==> config.mk <==
export PLATFORM = sky130hd
export DESIGN_NAME = amp_ctrl
export DESIGN_NICKNAME = d
export VERILOG_FILES = /design/src/design/amp_pkg.sv /design/src/design/amp_pin_if.sv /design/src/design/amp_ctrl.sv /design/src/design/amp_pin_sync.sv
export VERILOG_INCLUDE_DIRS = /design/src /design/src/design
export SDC_FILE = /design/constraint.sdc
export NUM_CORES = 1
export LEC_CHECK = 0
export BUFFER_PORTS_ARGS = -buffer_cell sky130_fd_sc_hd__buf_4
export CORE_ASPECT_RATIO = 0.9
export CORE_MARGIN = 4
export CORE_UTILIZATION = 45
export CTS_CLUSTER_DIAMETER = 200
export DETAILED_ROUTE_END_ITERATION = 6
export GPL_ROUTABILITY_DRIVEN = 0
export SYNTH_ARGS = -nofsm -noshare
export SYNTH_HDL_FRONTEND = slang
export SYNTH_HIERARCHICAL = 1
export SYNTH_SLANG_ARGS = --single-unit
==> constraint.sdc <==
create_clock -name sys_clk_i -period 5.09 [get_ports sys_clk_i]
set_clock_uncertainty 0.2 [all_clocks]
set_input_delay 0.509 -clock sys_clk_i [delete_from_list [all_inputs] [get_ports sys_clk_i]]
set_output_delay 0.509 -clock sys_clk_i [all_outputs]
set_load 0.05 [all_outputs]
==> src/design/amp_params.svh <==
// constants of the class-d output stage startup and protection controller
`ifndef AMP_PARAMS_SVH
`define AMP_PARAMS_SVH

// clock and time base
`define AMP_CLK_HZ            125000000
`define AMP_MS_CYC            (`AMP_CLK_HZ / 1000)
`define AMP_MS_DIV_W          17

// ramp and short-probe timing, in milliseconds
`define AMP_MS_CNT_W          12
`define AMP_RAMP_BASE_MS      12'h064
`define AMP_RAMP_MS_PER_NF    12'h001
`define AMP_PROBE_MS_PER_UF   12'h00F
`define AMP_PROBE_MIN_MS      12'h001

// config pin codes
`define AMP_MODE_UNUSED_AB    3'h0
`define AMP_MODE_UNUSED_CD    3'h1
`define AMP_MODE_PARALLEL_BRIDGE_CONFIG         3'h3
`define AMP_MODE_SE           3'h5

// half-bridge masks, bit 0 is channel a
`define AMP_MASK_AB           4'h3
`define AMP_MASK_CD           4'hC
`define AMP_MASK_NONE         4'h0
`define AMP_MASK_ALL          4'hF

// synchronised pin bundle width
`define AMP_SYN_W             44

// reset values of outputs
`define AMP_RST_BRIDGE        4'h0
`define AMP_RST_FLAG_OE       1'h0

`endif

==> src/design/amp_pkg.sv <==
// types of the class-d output stage startup and protection controller
package amp_pkg;

  // gray codes along off, probe, wait, ramp up, run, ramp down
  typedef enum logic [2:0] {
    AMP_ST_OFF        = 3'h0,
    AMP_ST_PROBE_GND  = 3'h1,
    AMP_ST_PROBE_PWR  = 3'h3,
    AMP_ST_RST_WAIT   = 3'h2,
    AMP_ST_RAMP_UP    = 3'h6,
    AMP_ST_RUN        = 3'h7,
    AMP_ST_RAMP_DN    = 3'h5,
    AMP_ST_SHORT_HOLD = 3'h4
  } amp_state_t;

  typedef enum logic [1:0] {
    AMP_CFG_BTL  = 2'h0,
    AMP_CFG_PARALLEL_BRIDGE_CONFIG = 2'h1,
    AMP_CFG_SE   = 2'h2
  } amp_cfg_t;

endpackage

==> src/design/amp_pin_if.sv <==
// pin bundle carried between the controller and its input synchroniser
`timescale 1ns/1ns
`include "amp_params.svh"

interface amp_pin_if;
  logic [`AMP_SYN_W-1:0] raw;
  logic [`AMP_SYN_W-1:0] clean;

  modport ctrl (output raw, input clean);
  modport sync (input raw, output clean);
endinterface

==> src/design/amp_ctrl.sv <==
// startup, shutdown and protection sequencer of a four-half-bridge class-d stage
// Overview of operation
// - outputs stay high impedance until gate-drive and common supplies exceed undervoltage levels
// - weak pulldown on every half-bridge output while reset pin is low and bridges are not switching, except in single-ended
// - each ramp lasts 100 ms plus one ms per nF of ramp capacitor
// - grounded input with unfitted bootstrap never switches; codes 000, 001 drop ab, cd
// - a protection fault puts affected stage high impedance and pulls fault flag low
// - faults except overload and thermal shutdown recover by themselves once cleared
// - a or b fault stops a+b, c or d stops c+d; parallel stops all
// - bootstrap undervoltage only turns off that half-bridge high side
// - short probe runs only at supply startup, never later
// - found short holds all bridges high impedance until removed, then startup continues
// - probe checks shorts to ground first, then shorts to power supply
// - probe step length scales with filter capacitance, 15 ms per uF
// - during probe fault flag held low and reset ignored; released when clean
// - reset pin never starts a new short probe
// - short probe enabled in bridge-tied and parallel, skipped in single-ended
// - warning flag low above 125 C, released below hysteresis level
// - above 155 C all bridges off, fault flag low, condition latched
// - latched thermal shutdown cleared only by reset pin, then normal operation
// - outside the short probe, reset pin low forces fault flag released regardless of faults
// - global latched faults need a reset pin toggle to clear
`timescale 1ns/1ns
`include "amp_params.svh"

module amp_ctrl #(
  parameter int unsigned MS_CYC = `AMP_MS_CYC
) (
  input  wire logic        sys_clk_i,
  input  wire logic        resetn_i,
  input  wire logic        amp_reset_n_i,
  input  wire logic        gate_drive_supply_ok_i,
  input  wire logic        common_supply_ok_i,
  input  wire logic        power_stage_supply_ok_i,
  input  wire logic [3:0]  bootstrap_node_ok_i,
  input  wire logic [3:0]  overcurrent_guard_i,
  input  wire logic [3:0]  overload_shutdown_i,
  input  wire logic        temp_warn_i,
  input  wire logic        temp_shutdown_i,
  input  wire logic [3:0]  short_gnd_i,
  input  wire logic [3:0]  short_pwr_i,
  input  wire logic [2:0]  mode_i,
  input  wire logic [10:0] ramp_timing_capacitor_nf_i,
  input  wire logic [3:0]  filter_cap_uf_i,
  output logic      [3:0]  bridge_en_o,
  output logic      [3:0]  hs_en_o,
  output logic      [3:0]  pulldown_en_o,
  output logic             probe_gnd_o,
  output logic             probe_pwr_o,
  output logic             ramp_active_o,
  output logic             fault_n_o,
  output logic             fault_n_oe_o,
  output logic             overtemp_warning_n_o,
  output logic             overtemp_warning_n_oe_o,
  output logic             thermal_shutdown_latch_o
);

  // synchronised pin images
  logic                    rst_pin;
  logic                    gate_ok;
  logic                    common_ok;
  logic                    power_ok;
  logic [3:0]              boot_ok;
  logic [3:0]              oc_flt;
  logic [3:0]              ovl_flt;
  logic                    warn_hot;
  logic                    shut_hot;
  logic [3:0]              sh_gnd;
  logic [3:0]              sh_pwr;
  logic [2:0]              mode;
  logic [10:0]             cap_nf;
  logic [3:0]              filt_uf;

  amp_pin_if pin_bus ();

  assign pin_bus.raw = {amp_reset_n_i, gate_drive_supply_ok_i, common_supply_ok_i, power_stage_supply_ok_i,
                        bootstrap_node_ok_i, overcurrent_guard_i, overload_shutdown_i, temp_warn_i,
                        temp_shutdown_i, short_gnd_i, short_pwr_i, mode_i, ramp_timing_capacitor_nf_i,
                        filter_cap_uf_i};
  assign {rst_pin, gate_ok, common_ok, power_ok, boot_ok, oc_flt, ovl_flt, warn_hot,
          shut_hot, sh_gnd, sh_pwr, mode, cap_nf, filt_uf} = pin_bus.clean;

  amp_pin_sync u_sync (
    .sys_clk_i (sys_clk_i),
    .resetn_i  (resetn_i),
    .pins      (pin_bus.sync)
  );

  // state and latches
  amp_pkg::amp_state_t     st_q;
  amp_pkg::amp_state_t     st_d;
  amp_pkg::amp_cfg_t       cfg;
  logic                    probe_done_q;
  logic                    therm_q;
  logic [3:0]              ovl_q;
  logic [`AMP_MS_DIV_W-1:0] ms_div_q;
  logic [`AMP_MS_CNT_W-1:0] ms_cnt_q;
  logic                    ms_tick;
  logic [`AMP_MS_CNT_W-1:0] ramp_ms;
  logic [`AMP_MS_CNT_W-1:0] probe_ms;
  logic                    ramp_done;
  logic                    step_done;
  logic                    uv;
  logic                    running;
  logic                    probing;
  logic [3:0]              chan_f;
  logic [3:0]              off_mask;
  logic [3:0]              unused_mask;
  logic [3:0]              bridge_d;
  logic                    fault_low;

  // supply guard: any monitored supply low is a self-clearing global fault
  assign uv = !gate_ok || !common_ok || !power_ok;

  // output configuration decode from the mode pins
  always_comb begin
    if (mode == `AMP_MODE_SE) begin
      cfg = amp_pkg::AMP_CFG_SE;
    end else if (mode == `AMP_MODE_PARALLEL_BRIDGE_CONFIG) begin
      cfg = amp_pkg::AMP_CFG_PARALLEL_BRIDGE_CONFIG;
    end else begin
      cfg = amp_pkg::AMP_CFG_BTL;
    end
  end

  // channels dropped by the mode code never switch
  always_comb begin
    if (mode == `AMP_MODE_UNUSED_AB) begin
      unused_mask = `AMP_MASK_AB;
    end else if (mode == `AMP_MODE_UNUSED_CD) begin
      unused_mask = `AMP_MASK_CD;
    end else begin
      unused_mask = `AMP_MASK_NONE;
    end
  end

  // ramp is base time plus one ms per nF; probe step 15 ms per uF, at least 1 ms
  assign ramp_ms  = `AMP_RAMP_BASE_MS + `AMP_RAMP_MS_PER_NF * {1'b0, cap_nf};
  assign probe_ms = (filt_uf == 4'h0) ? `AMP_PROBE_MIN_MS
                                      : 12'(`AMP_PROBE_MS_PER_UF * {8'h00, filt_uf});
  assign ramp_done = (ms_cnt_q == ramp_ms);
  assign step_done = (ms_cnt_q == probe_ms);
  assign ms_tick   = (ms_div_q == `AMP_MS_DIV_W'(MS_CYC - 1));

  // millisecond base and per-state elapsed count, restarted on every state change
  always_ff @(posedge sys_clk_i) begin
    if (!resetn_i || st_d != st_q) begin
      ms_div_q <= '0;
      ms_cnt_q <= '0;
    end else if (ms_tick) begin
      ms_div_q <= '0;
      ms_cnt_q <= ms_cnt_q + 12'h001;
    end else begin
      ms_div_q <= ms_div_q + `AMP_MS_DIV_W'(1);
    end
  end

  // sequencer next state
  always_comb begin
    st_d = st_q;
    unique case (st_q)
      amp_pkg::AMP_ST_OFF: begin
        if (!uv) begin
          // probe only once per common-supply power-up, never in single-ended
          st_d = (!probe_done_q && cfg != amp_pkg::AMP_CFG_SE) ? amp_pkg::AMP_ST_PROBE_GND
                                                              : amp_pkg::AMP_ST_RST_WAIT;
        end
      end
      amp_pkg::AMP_ST_PROBE_GND: begin
        // reset pin not looked at while probing
        if (!common_ok) begin
          st_d = amp_pkg::AMP_ST_OFF;
        end else if (step_done) begin
          st_d = (sh_gnd != 4'h0) ? amp_pkg::AMP_ST_SHORT_HOLD : amp_pkg::AMP_ST_PROBE_PWR;
        end
      end
      amp_pkg::AMP_ST_PROBE_PWR: begin
        if (!common_ok) begin
          st_d = amp_pkg::AMP_ST_OFF;
        end else if (step_done) begin
          st_d = (sh_pwr != 4'h0) ? amp_pkg::AMP_ST_SHORT_HOLD : amp_pkg::AMP_ST_RST_WAIT;
        end
      end
      amp_pkg::AMP_ST_SHORT_HOLD: begin
        if (!common_ok) begin
          st_d = amp_pkg::AMP_ST_OFF;
        end else if (sh_gnd == 4'h0 && sh_pwr == 4'h0) begin
          st_d = amp_pkg::AMP_ST_RST_WAIT;
        end
      end
      amp_pkg::AMP_ST_RST_WAIT: begin
        if (!common_ok) begin
          st_d = amp_pkg::AMP_ST_OFF;
        end else if (rst_pin && !therm_q && !uv) begin
          st_d = amp_pkg::AMP_ST_RAMP_UP;
        end
      end
      amp_pkg::AMP_ST_RAMP_UP: begin
        if (!common_ok) begin
          st_d = amp_pkg::AMP_ST_OFF;
        end else if (therm_q) begin
          st_d = amp_pkg::AMP_ST_RST_WAIT;
        end else if (!rst_pin) begin
          st_d = amp_pkg::AMP_ST_RAMP_DN;
        end else if (ramp_done) begin
          st_d = amp_pkg::AMP_ST_RUN;
        end
      end
      amp_pkg::AMP_ST_RUN: begin
        if (!common_ok) begin
          st_d = amp_pkg::AMP_ST_OFF;
        end else if (therm_q) begin
          st_d = amp_pkg::AMP_ST_RST_WAIT;
        end else if (!rst_pin) begin
          st_d = amp_pkg::AMP_ST_RAMP_DN;
        end
      end
      amp_pkg::AMP_ST_RAMP_DN: begin
        if (!common_ok) begin
          st_d = amp_pkg::AMP_ST_OFF;
        end else if (therm_q || ramp_done) begin
          st_d = amp_pkg::AMP_ST_RST_WAIT;
        end
      end
    endcase
  end

  always_ff @(posedge sys_clk_i) begin
    if (!resetn_i) begin
      st_q <= amp_pkg::AMP_ST_OFF;
    end else begin
      st_q <= st_d;
    end
  end

  // probe-done memory: only a loss of common supply rearms it, the reset pin does not
  always_ff @(posedge sys_clk_i) begin
    if (!resetn_i || !common_ok) begin
      probe_done_q <= 1'b0;
    end else if (st_q == amp_pkg::AMP_ST_RST_WAIT) begin
      probe_done_q <= 1'b1;
    end
  end

  // thermal and overload latches; a new event wins over the clear by reset pin
  always_ff @(posedge sys_clk_i) begin
    if (!resetn_i) begin
      therm_q <= 1'b0;
      ovl_q   <= 4'h0;
    end else begin
      therm_q <= shut_hot || (therm_q && rst_pin);
      ovl_q   <= ovl_flt | (ovl_q & {4{rst_pin}});
    end
  end

  // channel fault grouping by output configuration
  assign chan_f = oc_flt | ovl_q;
  always_comb begin
    if (cfg == amp_pkg::AMP_CFG_PARALLEL_BRIDGE_CONFIG) begin
      off_mask = (chan_f != 4'h0) ? `AMP_MASK_ALL : `AMP_MASK_NONE;
    end else begin
      off_mask = ((chan_f & `AMP_MASK_AB) != 4'h0 ? `AMP_MASK_AB : `AMP_MASK_NONE)
               | ((chan_f & `AMP_MASK_CD) != 4'h0 ? `AMP_MASK_CD : `AMP_MASK_NONE);
    end
  end

  assign running = (st_q == amp_pkg::AMP_ST_RAMP_UP) || (st_q == amp_pkg::AMP_ST_RUN)
                || (st_q == amp_pkg::AMP_ST_RAMP_DN);
  assign probing = (st_q == amp_pkg::AMP_ST_PROBE_GND) || (st_q == amp_pkg::AMP_ST_PROBE_PWR)
                || (st_q == amp_pkg::AMP_ST_SHORT_HOLD);

  // switching allowed only in the ramp and run states with no fault on the group
  assign bridge_d = (running && !uv && !therm_q) ? ~(off_mask | unused_mask) : `AMP_MASK_NONE;

  // bridge enables; bootstrap loss only drops the high side of that half-bridge
  always_ff @(posedge sys_clk_i) begin
    if (!resetn_i) begin
      bridge_en_o <= `AMP_RST_BRIDGE;
      hs_en_o     <= `AMP_RST_BRIDGE;
    end else begin
      bridge_en_o <= bridge_d;
      hs_en_o     <= bridge_d & boot_ok;
    end
  end

  // weak pulldown charges bootstraps; kept off while switching and in single-ended
  always_ff @(posedge sys_clk_i) begin
    if (!resetn_i) begin
      pulldown_en_o <= `AMP_MASK_NONE;
    end else begin
      pulldown_en_o <= (!rst_pin && !running && cfg != amp_pkg::AMP_CFG_SE) ? `AMP_MASK_ALL
                                                                            : `AMP_MASK_NONE;
    end
  end

  // probe drives and ramp status
  always_ff @(posedge sys_clk_i) begin
    if (!resetn_i) begin
      probe_gnd_o   <= 1'b0;
      probe_pwr_o   <= 1'b0;
      ramp_active_o <= 1'b0;
    end else begin
      probe_gnd_o   <= (st_q == amp_pkg::AMP_ST_PROBE_GND) || (st_q == amp_pkg::AMP_ST_SHORT_HOLD);
      probe_pwr_o   <= (st_q == amp_pkg::AMP_ST_PROBE_PWR) || (st_q == amp_pkg::AMP_ST_SHORT_HOLD);
      ramp_active_o <= (st_q == amp_pkg::AMP_ST_RAMP_UP) || (st_q == amp_pkg::AMP_ST_RAMP_DN);
    end
  end

  // fault flag: probe holds it low even with reset low; otherwise reset low releases it
  assign fault_low = probing || (rst_pin && (uv || therm_q || chan_f != 4'h0));

  // open-drain flags: output level always low, enable pulls the line
  always_ff @(posedge sys_clk_i) begin
    if (!resetn_i) begin
      fault_n_oe_o            <= `AMP_RST_FLAG_OE;
      overtemp_warning_n_oe_o <= `AMP_RST_FLAG_OE;
      thermal_shutdown_latch_o <= 1'b0;
      fault_n_o               <= 1'b0;
      overtemp_warning_n_o    <= 1'b0;
    end else begin
      fault_n_oe_o            <= fault_low;
      overtemp_warning_n_oe_o <= warn_hot;
      thermal_shutdown_latch_o <= therm_q;
      fault_n_o               <= 1'b0;
      overtemp_warning_n_o    <= 1'b0;
    end
  end

  // checks
  property p_uv_hiz;
    @(posedge sys_clk_i) disable iff (!resetn_i)
    (gate_ok == 1'b0 || common_ok == 1'b0) |=> (bridge_en_o == 4'h0);
  endproperty
  a_uv_hiz: assert property (p_uv_hiz) else $error("bridge enabled under undervoltage");

  property p_pulldown;
    @(posedge sys_clk_i) disable iff (!resetn_i)
    (!rst_pin && !running && cfg == amp_pkg::AMP_CFG_BTL) |=> (pulldown_en_o == 4'hF);
  endproperty
  a_pulldown: assert property (p_pulldown) else $error("pulldown missing while reset low");

  property p_ramp_len;
    @(posedge sys_clk_i) disable iff (!resetn_i)
    (st_q == amp_pkg::AMP_ST_RAMP_UP && st_d == amp_pkg::AMP_ST_RUN) |-> (ms_cnt_q == ramp_ms);
  endproperty
  a_ramp_len: assert property (p_ramp_len) else $error("ramp ended at wrong length");

  property p_fault_flag;
    @(posedge sys_clk_i) disable iff (!resetn_i)
    (rst_pin && oc_flt != 4'h0) |=> fault_n_oe_o ##0 (bridge_en_o != 4'hF);
  endproperty
  a_fault_flag: assert property (p_fault_flag) else $error("channel fault not reported");

  property p_parallel_bridge_config_all;
    @(posedge sys_clk_i) disable iff (!resetn_i)
    (cfg == amp_pkg::AMP_CFG_PARALLEL_BRIDGE_CONFIG && oc_flt != 4'h0) |=> (bridge_en_o == 4'h0);
  endproperty
  a_parallel_bridge_config_all: assert property (p_parallel_bridge_config_all) else $error("parallel fault left a bridge on");

  property p_boot_hs;
    @(posedge sys_clk_i) disable iff (!resetn_i)
    (!boot_ok[0]) |=> (!hs_en_o[0] && bridge_en_o[0] == $past(bridge_d[0]));
  endproperty
  a_boot_hs: assert property (p_boot_hs) else $error("bootstrap loss misapplied");

  property p_no_late_probe;
    @(posedge sys_clk_i) disable iff (!resetn_i)
    (st_q == amp_pkg::AMP_ST_RUN) |=> (st_q != amp_pkg::AMP_ST_PROBE_GND);
  endproperty
  a_no_late_probe: assert property (p_no_late_probe) else $error("probe after startup");

  property p_probe_order;
    @(posedge sys_clk_i) disable iff (!resetn_i)
    (st_q == amp_pkg::AMP_ST_PROBE_PWR) |-> ($past(st_q) == amp_pkg::AMP_ST_PROBE_GND
                                          || $past(st_q) == amp_pkg::AMP_ST_PROBE_PWR);
  endproperty
  a_probe_order: assert property (p_probe_order) else $error("probe steps out of order");

  property p_probe_flag;
    @(posedge sys_clk_i) disable iff (!resetn_i)
    (probing && !rst_pin) |=> fault_n_oe_o;
  endproperty
  a_probe_flag: assert property (p_probe_flag) else $error("fault flag released during probe");

  property p_se_skip;
    @(posedge sys_clk_i) disable iff (!resetn_i)
    (st_q == amp_pkg::AMP_ST_OFF && cfg == amp_pkg::AMP_CFG_SE) |=> (st_q != amp_pkg::AMP_ST_PROBE_GND);
  endproperty
  a_se_skip: assert property (p_se_skip) else $error("probe run in single-ended");

  property p_therm_hold;
    @(posedge sys_clk_i) disable iff (!resetn_i)
    (therm_q && rst_pin) |=> therm_q ##0 (bridge_en_o == 4'h0);
  endproperty
  a_therm_hold: assert property (p_therm_hold) else $error("thermal latch lost");

  property p_rst_release;
    @(posedge sys_clk_i) disable iff (!resetn_i)
    (!rst_pin && !probing) |=> !fault_n_oe_o;
  endproperty
  a_rst_release: assert property (p_rst_release) else $error("fault flag low while reset low");

  property p_ramp_down;
    @(posedge sys_clk_i) disable iff (!resetn_i)
    (st_q == amp_pkg::AMP_ST_RUN && !rst_pin && common_ok && !therm_q) |=> (st_q == amp_pkg::AMP_ST_RAMP_DN);
  endproperty
  a_ramp_down: assert property (p_ramp_down) else $error("no shutdown ramp on reset");

endmodule

==> src/design/amp_pin_sync.sv <==
// three-stage input synchroniser with agreement filter per pin
`timescale 1ns/1ns
`include "amp_params.svh"

module amp_pin_sync (
  input  wire logic sys_clk_i,
  input  wire logic resetn_i,
  amp_pin_if.sync   pins
);

  genvar gi;
  generate
    for (gi = 0; gi < `AMP_SYN_W; gi++) begin : g_bit
      logic s1_q;
      logic s2_q;
      logic s3_q;
      logic clean_q;
      // first stage feeds only the second; a change counts once stages two and three agree
      always_ff @(posedge sys_clk_i) begin
        if (!resetn_i) begin
          s1_q    <= 1'b0;
          s2_q    <= 1'b0;
          s3_q    <= 1'b0;
          clean_q <= 1'b0;
        end else begin
          s1_q <= pins.raw[gi];
          s2_q <= s1_q;
          s3_q <= s2_q;
          if (s2_q == s3_q) begin
            clean_q <= s3_q;
          end
        end
      end
      assign pins.clean[gi] = clean_q;
    end
  endgenerate

endmodule

# Word-level counts from Yosys, hierarchy flattened
# Cells that the tools add are included.
dict set report totals {
  reg_bits 232
  wordCells 341
  in_bits 46
  out_inout_bits 20
}
dict set report op_classes {
  n_reduce_logical 46
  n_eq_ne 60
  multipliers 1
  mux 33
  n_bitwise 7
  add_sub_neg 3
}
# cell n
set ops {}
lappend ops {{$mux 3} 20}
lappend ops {{$eq 1x1->1} 44}
lappend ops {{$mux 4} 7}
lappend ops {{$pmux 3 s8} 1}
lappend ops {{$reduce_bool 4->1} 5}
lappend ops {{$add 17x1->17 const B} 1}
lappend ops {{$eq 17x17->1 const B} 1}
lappend ops {{$logic_or 1x1->1} 16}
lappend ops {{$eq 3x3->1 const B} 5}
lappend ops {{$add 12x1->12 const B} 1}
lappend ops {{$add 7x11->12 const A} 1}
lappend ops {{$eq 12x12->1} 1}
lappend ops {{$eq 12x8->1} 1}
lappend ops {{$logic_not 4->1} 3}
lappend ops {{$or 4x4->4} 3}
lappend ops {{$logic_and 1x1->1} 10}
lappend ops {{$eq 3x2->1 const B} 3}
lappend ops {{$logic_not 1->1} 9}
lappend ops {{$and 4x4->4} 2}
lappend ops {{$mul 4x4->8 const A} 1}
lappend ops {{$mux 8} 1}
lappend ops {{$eq 3x1->1 const B} 2}
lappend ops {{$logic_not 3->1} 2}
lappend ops {{$mux 2} 3}
lappend ops {{7 further kinds} 7}

# Logic depth before layout (Yosys ltp)
dict set report logic_depth {
  depth_word 11
  depth_mapped 16
}

# Modules after synthesis
# Netlist, hierarchy kept.
# module seq_area_each_um2 instances cells_each area_each_um2
set by_module_without_submodules {}
lappend by_module_without_submodules {amp_pin_sync 3523.4 1 503 5499.0}
lappend by_module_without_submodules {amp_ctrl 1021.0 1 404 3480.8}

# Worst setup path before layout
# No wires, ideal clock.
dict set report synth_path {
  path_type {reg-to-reg}
  from {reg u_sync.g_bit[1].clean_q}
  to {reg ms_cnt_q[0]}
  stages_incl_launch_ff 15
  slack_ps 902
  required_ps 4765
  t_arrival_ps 3863
  n_path_buf 3
  cell_sequence {dfxtp_1 -> buf_4 -> fa_1 -> fa_1 -> fa_1 -> nand3_1 -> a221o_1 -> nor3_1 -> nand3_1 -> o21a_1 -> or4b_1 -> buf_6 -> nand2_8 -> buf_12 -> nor3_2}
}
dict set report synth_between {
  elab_chain_cells 8
  word_cells_on_any_way 11
  cone_classes {1 x mul; 2 x eq/ne; 6 x mux; 2 x reduce/logical}
}
# item line
set synth_rtl {}
lappend synth_rtl {{start, declared} amp_pin_sync.sv:17} ;# logic clean_q;
lappend synth_rtl {{start signal, assigned} amp_pin_sync.sv:30} ;# clean_q <= s3_q;
lappend synth_rtl {{$mul 4x4->8 (no source line) or $logic_not 4->1 (tied branches)} n/a}
lappend synth_rtl {{$mux 8 *} amp_ctrl.sv:139} ;# assign probe_ms = (filt_uf == 4'h0) ? `AMP_PROBE_MIN_MS
lappend synth_rtl {{$eq 12x8->1 *} amp_ctrl.sv:142} ;# assign step_done = (ms_cnt_q == probe_ms);
lappend synth_rtl {{$mux 3, on equally long branches} {amp_ctrl.sv:180, amp_ctrl.sv:173}}
lappend synth_rtl {{$mux 3, on equally long branches} {amp_ctrl.sv:178, amp_ctrl.sv:171}}
lappend synth_rtl {{$pmux 3 s8 *} amp_ctrl.sv:161} ;# unique case (st_q)
lappend synth_rtl {{$ne 3x3->1 *} amp_ctrl.sv:147} ;# if (!resetn_i || st_d != st_q) begin
lappend synth_rtl {{$logic_or 1x1->1 *} amp_ctrl.sv:147}
lappend synth_rtl {{end signal, assigned} amp_ctrl.sv:152} ;# ms_cnt_q <= ms_cnt_q + 12'h001;
lappend synth_rtl {{end, declared} amp_ctrl.sv:97} ;# logic [`AMP_MS_CNT_W-1:0] ms_cnt_q;
# Mark *: on every way between the ends. The rest lies on a longest branch, timed or not.
# A chain may end at the register's enable or synchronous reset.

# Final worst setup path
dict set report layout_path {
  from {reg u_sync.g_bit[2].clean_q}
  to {reg ms_div_q[9]}
}
dict set report layout_between {
  elab_chain_cells 9
  word_cells_on_any_way 12
  cone_classes {1 x mul; 2 x eq/ne; 6 x mux; 3 x reduce/logical}
}
# item line
set layout_rtl {}
lappend layout_rtl {{start, declared} amp_pin_sync.sv:17}
lappend layout_rtl {{start signal, assigned} amp_pin_sync.sv:30}
lappend layout_rtl {{$mul 4x4->8 (no source line) or $logic_not 4->1 (tied branches)} n/a}
lappend layout_rtl {{$mux 8 *} amp_ctrl.sv:139}
lappend layout_rtl {{$eq 12x8->1 *} amp_ctrl.sv:142}
lappend layout_rtl {{$mux 3, on equally long branches} {amp_ctrl.sv:180, amp_ctrl.sv:173}}
lappend layout_rtl {{$mux 3, on equally long branches} {amp_ctrl.sv:178, amp_ctrl.sv:171}}
lappend layout_rtl {{$pmux 3 s8 *} amp_ctrl.sv:161}
lappend layout_rtl {{$ne 3x3->1 *} amp_ctrl.sv:147}
lappend layout_rtl {{$logic_or 1x1->1 *} amp_ctrl.sv:147}
lappend layout_rtl {{$reduce_or 2->1 (no source line) *} n/a}
lappend layout_rtl {{end signal, assigned} amp_ctrl.sv:154} ;# ms_div_q <= ms_div_q + `AMP_MS_DIV_W'(1);
lappend layout_rtl {{end, declared} amp_ctrl.sv:96} ;# logic [`AMP_MS_DIV_W-1:0] ms_div_q;
# Marked as above.

==> flow_summary.json <==
{
  "final-setup-viol-count": 0,
  "first_pass_iters": 4,
  "hold_end": "u_sync/g_bit[16].s1_q",
  "netlist_instances": 907,
  "clkSinkCount": 227,
  "final_area_sq_um": 10300,
  "drc": 0,
  "clock_latency_ns": 0.52,
  "clock_path_buffers": 3,
  "wl_um": 14800,
  "yosysMostFrequentCell": "dfxtp_1",
  "outcome": "completed",
  "max_stage_delay_ns": 0.76,
  "p_clk_frac": 0.461,
  "io_pins": 66,
  "avgSynthCellArea_sq_um": 9.90,
  "ant_nets": 0,
  "area_delta_synth_final_pct": 15.1,
  "synthFlopType": "dfxtp_1",
  "startpoint": "u_sync/g_bit[2].clean_q",
  "yosys_warnings": 6,
  "netlist-cell-type-count": 69,
  "initial_core_util": 0.463,
  "fmax_mhz": 216,
  "p_leak_uw": 0.00411,
  "timing.critical_path.mode_cell": "fa_1",
  "synth_top_cell_area_share": 0.506,
  "drive_gt1_frac": 0.135,
  "fill_cells": 1772,
  "finalCritPeriodShare": 0.909,
  "rsz0062_at_grt": "false",
  "grt_usage": 0.135,
  "cpMaxStageDelayCell": "or4b_1",
  "maxCapViolCount": 0,
  "wl_per_cell_um": 12.2,
  "synthTopCellsByArea": "dfxtp_1 (51%), and2_1 (9.8%), buf_4 (4.8%)",
  "switchingPower_uw": 781,
  "finalCriticalPeriod_ns": 4.62,
  "chipHeight_um": 142,
  "seqPwrFrac": 0.496,
  "critical-path-top-delay-family": "adder cells",
  "core_sq_um": 19400,
  "cts_made_buffers": 24,
  "rr_worst_depth": 11,
  "die_x_um": 157,
  "cts_setup_buffers": 0,
  "path_class": "register to register",
  "std_cell_rows": 48,
  "cp-end-kind": "register",
  "final_core_util": 0.533,
  "min_delay_path_depth": 2,
  "worst_pin_slew_ns": 0.931,
  "cts_hold_buf": 37,
  "ys_top_cells_by_count": "dfxtp_1 (227), and2_1 (140), nand2_1 (80)",
  "grt_pass1_vias": 5282,
  "grt_pass1_wl_um": 25600,
  "r2r-start": "u_sync/g_bit[2].clean_q",
  "grt_max_degree": 109,
  "synth-edff-count": 0,
  "cts.reportedPaths.clkPinSlew_ns": 0.06,
  "slew_viol_final": 0,
  "holdCritStartpoint": "mode_i[1]",
  "worstPathCellList": "fa_1 -> fa_1 -> fa_1 -> nand3_1 -> a221o_1 -> nor3_1 -> nand3_1 -> o21a_1 -> or4b_1 -> nand2_8 -> nor3_2",
  "fin_setup_tns_ns": 0,
  "power_density_nw_per_um2": 361,
  "critPathMaxFanout": 20,
  "max_slew_margin": 0.373,
  "cts_tree": "built",
  "worst_ep_arrival_time_ns": 4.80,
  "overflow": 0,
  "p_int_uw": 2950,
  "antenna_found_initial": 0,
  "synth_area_leader_cell": "dfxtp_1",
  "cp_num_buf_inv": 0,
  "portBuffers": 63,
  "die_area_sq_um": 22300,
  "fin_total_pwr_uw": 3730,
  "required_ns": 5.27,
  "r2r-end": "ms_div_q[9]",
  "placed_area_sq_um": 9170,
  "synth_seq_area_share": 0.506,
  "drtIter0Drc": 399,
  "antennaDiodeCount": 0,
  "hold_ws_ns": 0.0223,
  "switching_share": 0.209,
  "vias": 5807,
  "dp_hpwl_um": 9590,
  "synthArstFlopShare": 0,
  "h-tree-depth": 1,
  "reg2reg_setup_slack_ns": 0.47,
  "p_comb_frac": 0.043,
  "holdCritPathClass": "primary input to register",
  "ir_drop_mv": 0.211,
  "netlist_area_sq_um": 8980,
  "cts-root-buf": "clkbuf_16",
  "num-nets-final": 1014,
  "viasPerCell": 4.79,
  "cts_resized": 0,
  "start_kind": "register",
  "ys_seq_elements": 227,
  "hold_viol": 0
}
==> how the worst max path moves through the flow <==
stage	endpoint	slack, ns	depth (start not counted)
2_1_floorplan	ms_cnt_q[0]	0.90	14
3_3_place_gp	ms_div_q[8]	0.56	11
3_5_place_dp	ms_div_q[10]	0.48	11
4_1_cts	ms_cnt_q[10]	0.46	11
5_1_grt	ms_cnt_q[2]	0.22	11
6_report	ms_div_q[9]	0.47	11
==> worst register-to-register path: cells and delay by family (launching register included) <==
kind                       cells  cell delay, ns
adders and majority gates      3            1.64
AOI/OAI and AO/OA              2            0.56
and+or+nand+nor                6            1.61
DFF                            1            0.49
==> flip-flops by register name (all words and copies together), names as in the netlist, 2 cells and up <==
signal and cells:
u_sync/g_bit.clean_q 44, u_sync/g_bit.s1_q 44, u_sync/g_bit.s2_q 44, u_sync/g_bit.s3_q 44, ms_div_q 17, ms_cnt_q 12, hs_en_o 4, ovl_q 4
st_q 3, bridge_en_o 2
==> cells in the final DEF (no fill, tap or decap), drive strengths merged, types with 21 or more instances in the layout <==
cell	synthesis	final
dfxtp	227	227
and2	140	140
nand2	81	81
buf	65	65
o21ai	51	51
a21boi	44	44
dlygate4sd3	0	38
nor3	33	33
clkbuf	24	31
nor2	30	30
xor2	25	25
nand3	21	21
==> area by class of cell <==
type	instances	area, sq um	share of cell area
Clock buffer	31	677	0.0655
Tap cell	250	313	0.0303
Multi-Input combinational cell	579	3770	0.365
Clock inverter	9	115	0.0111
Inverter	13	48.8	0.00472
Timing Repair Buffer	103	868	0.0840
Sequential cell	227	4540	0.440
==> per-stage QoR <==
stage / instances / worst slack (ns)
2_1_floorplan: 908 / 0.902
4_1_cts: 1211 / 0.461
3_3_place_gp: 1134 / 0.559
6_report: 1212 / 0.466
3_5_place_dp: 1134 / 0.481
5_1_grt: 1212 / 0.223
==> layer usage <==
metal / up-vias / GRT usage / wire length [um]
li1: 3086 / - / -
met1: 2593 / 0.209 / 7840
met2: 109 / 0.188 / 5920
met3: 19 / 0.0307 / 823
met4: 0 / 0.0365 / 268
met5: - / 0 / 0
==> cell families after synthesis <==
logic type / share of synthesized area
and+or+nand+nor: 0.232
adders and majority gates: 0.0312
buffers and inverters: 0.0743
AOI/OAI and AO/OA: 0.109
xor gates and xnor gates: 0.0429
DFF: 0.506
other: 0.000418
muxes: 0.00446
==> power groups by stage <==
stage | logic [uW] | clock network [uW] | registers (uW)
after floorplan | 111 | 0 | 1880
after global placement | 140 | 0 | 1890
after detailed placement | 141 | 0 | 1890
after CTS | 164 | 1770 | 1850
after global routing | 181 | 1850 | 1860
final | 162 | 1720 | 1850
(Power assumes the default switching activity.)
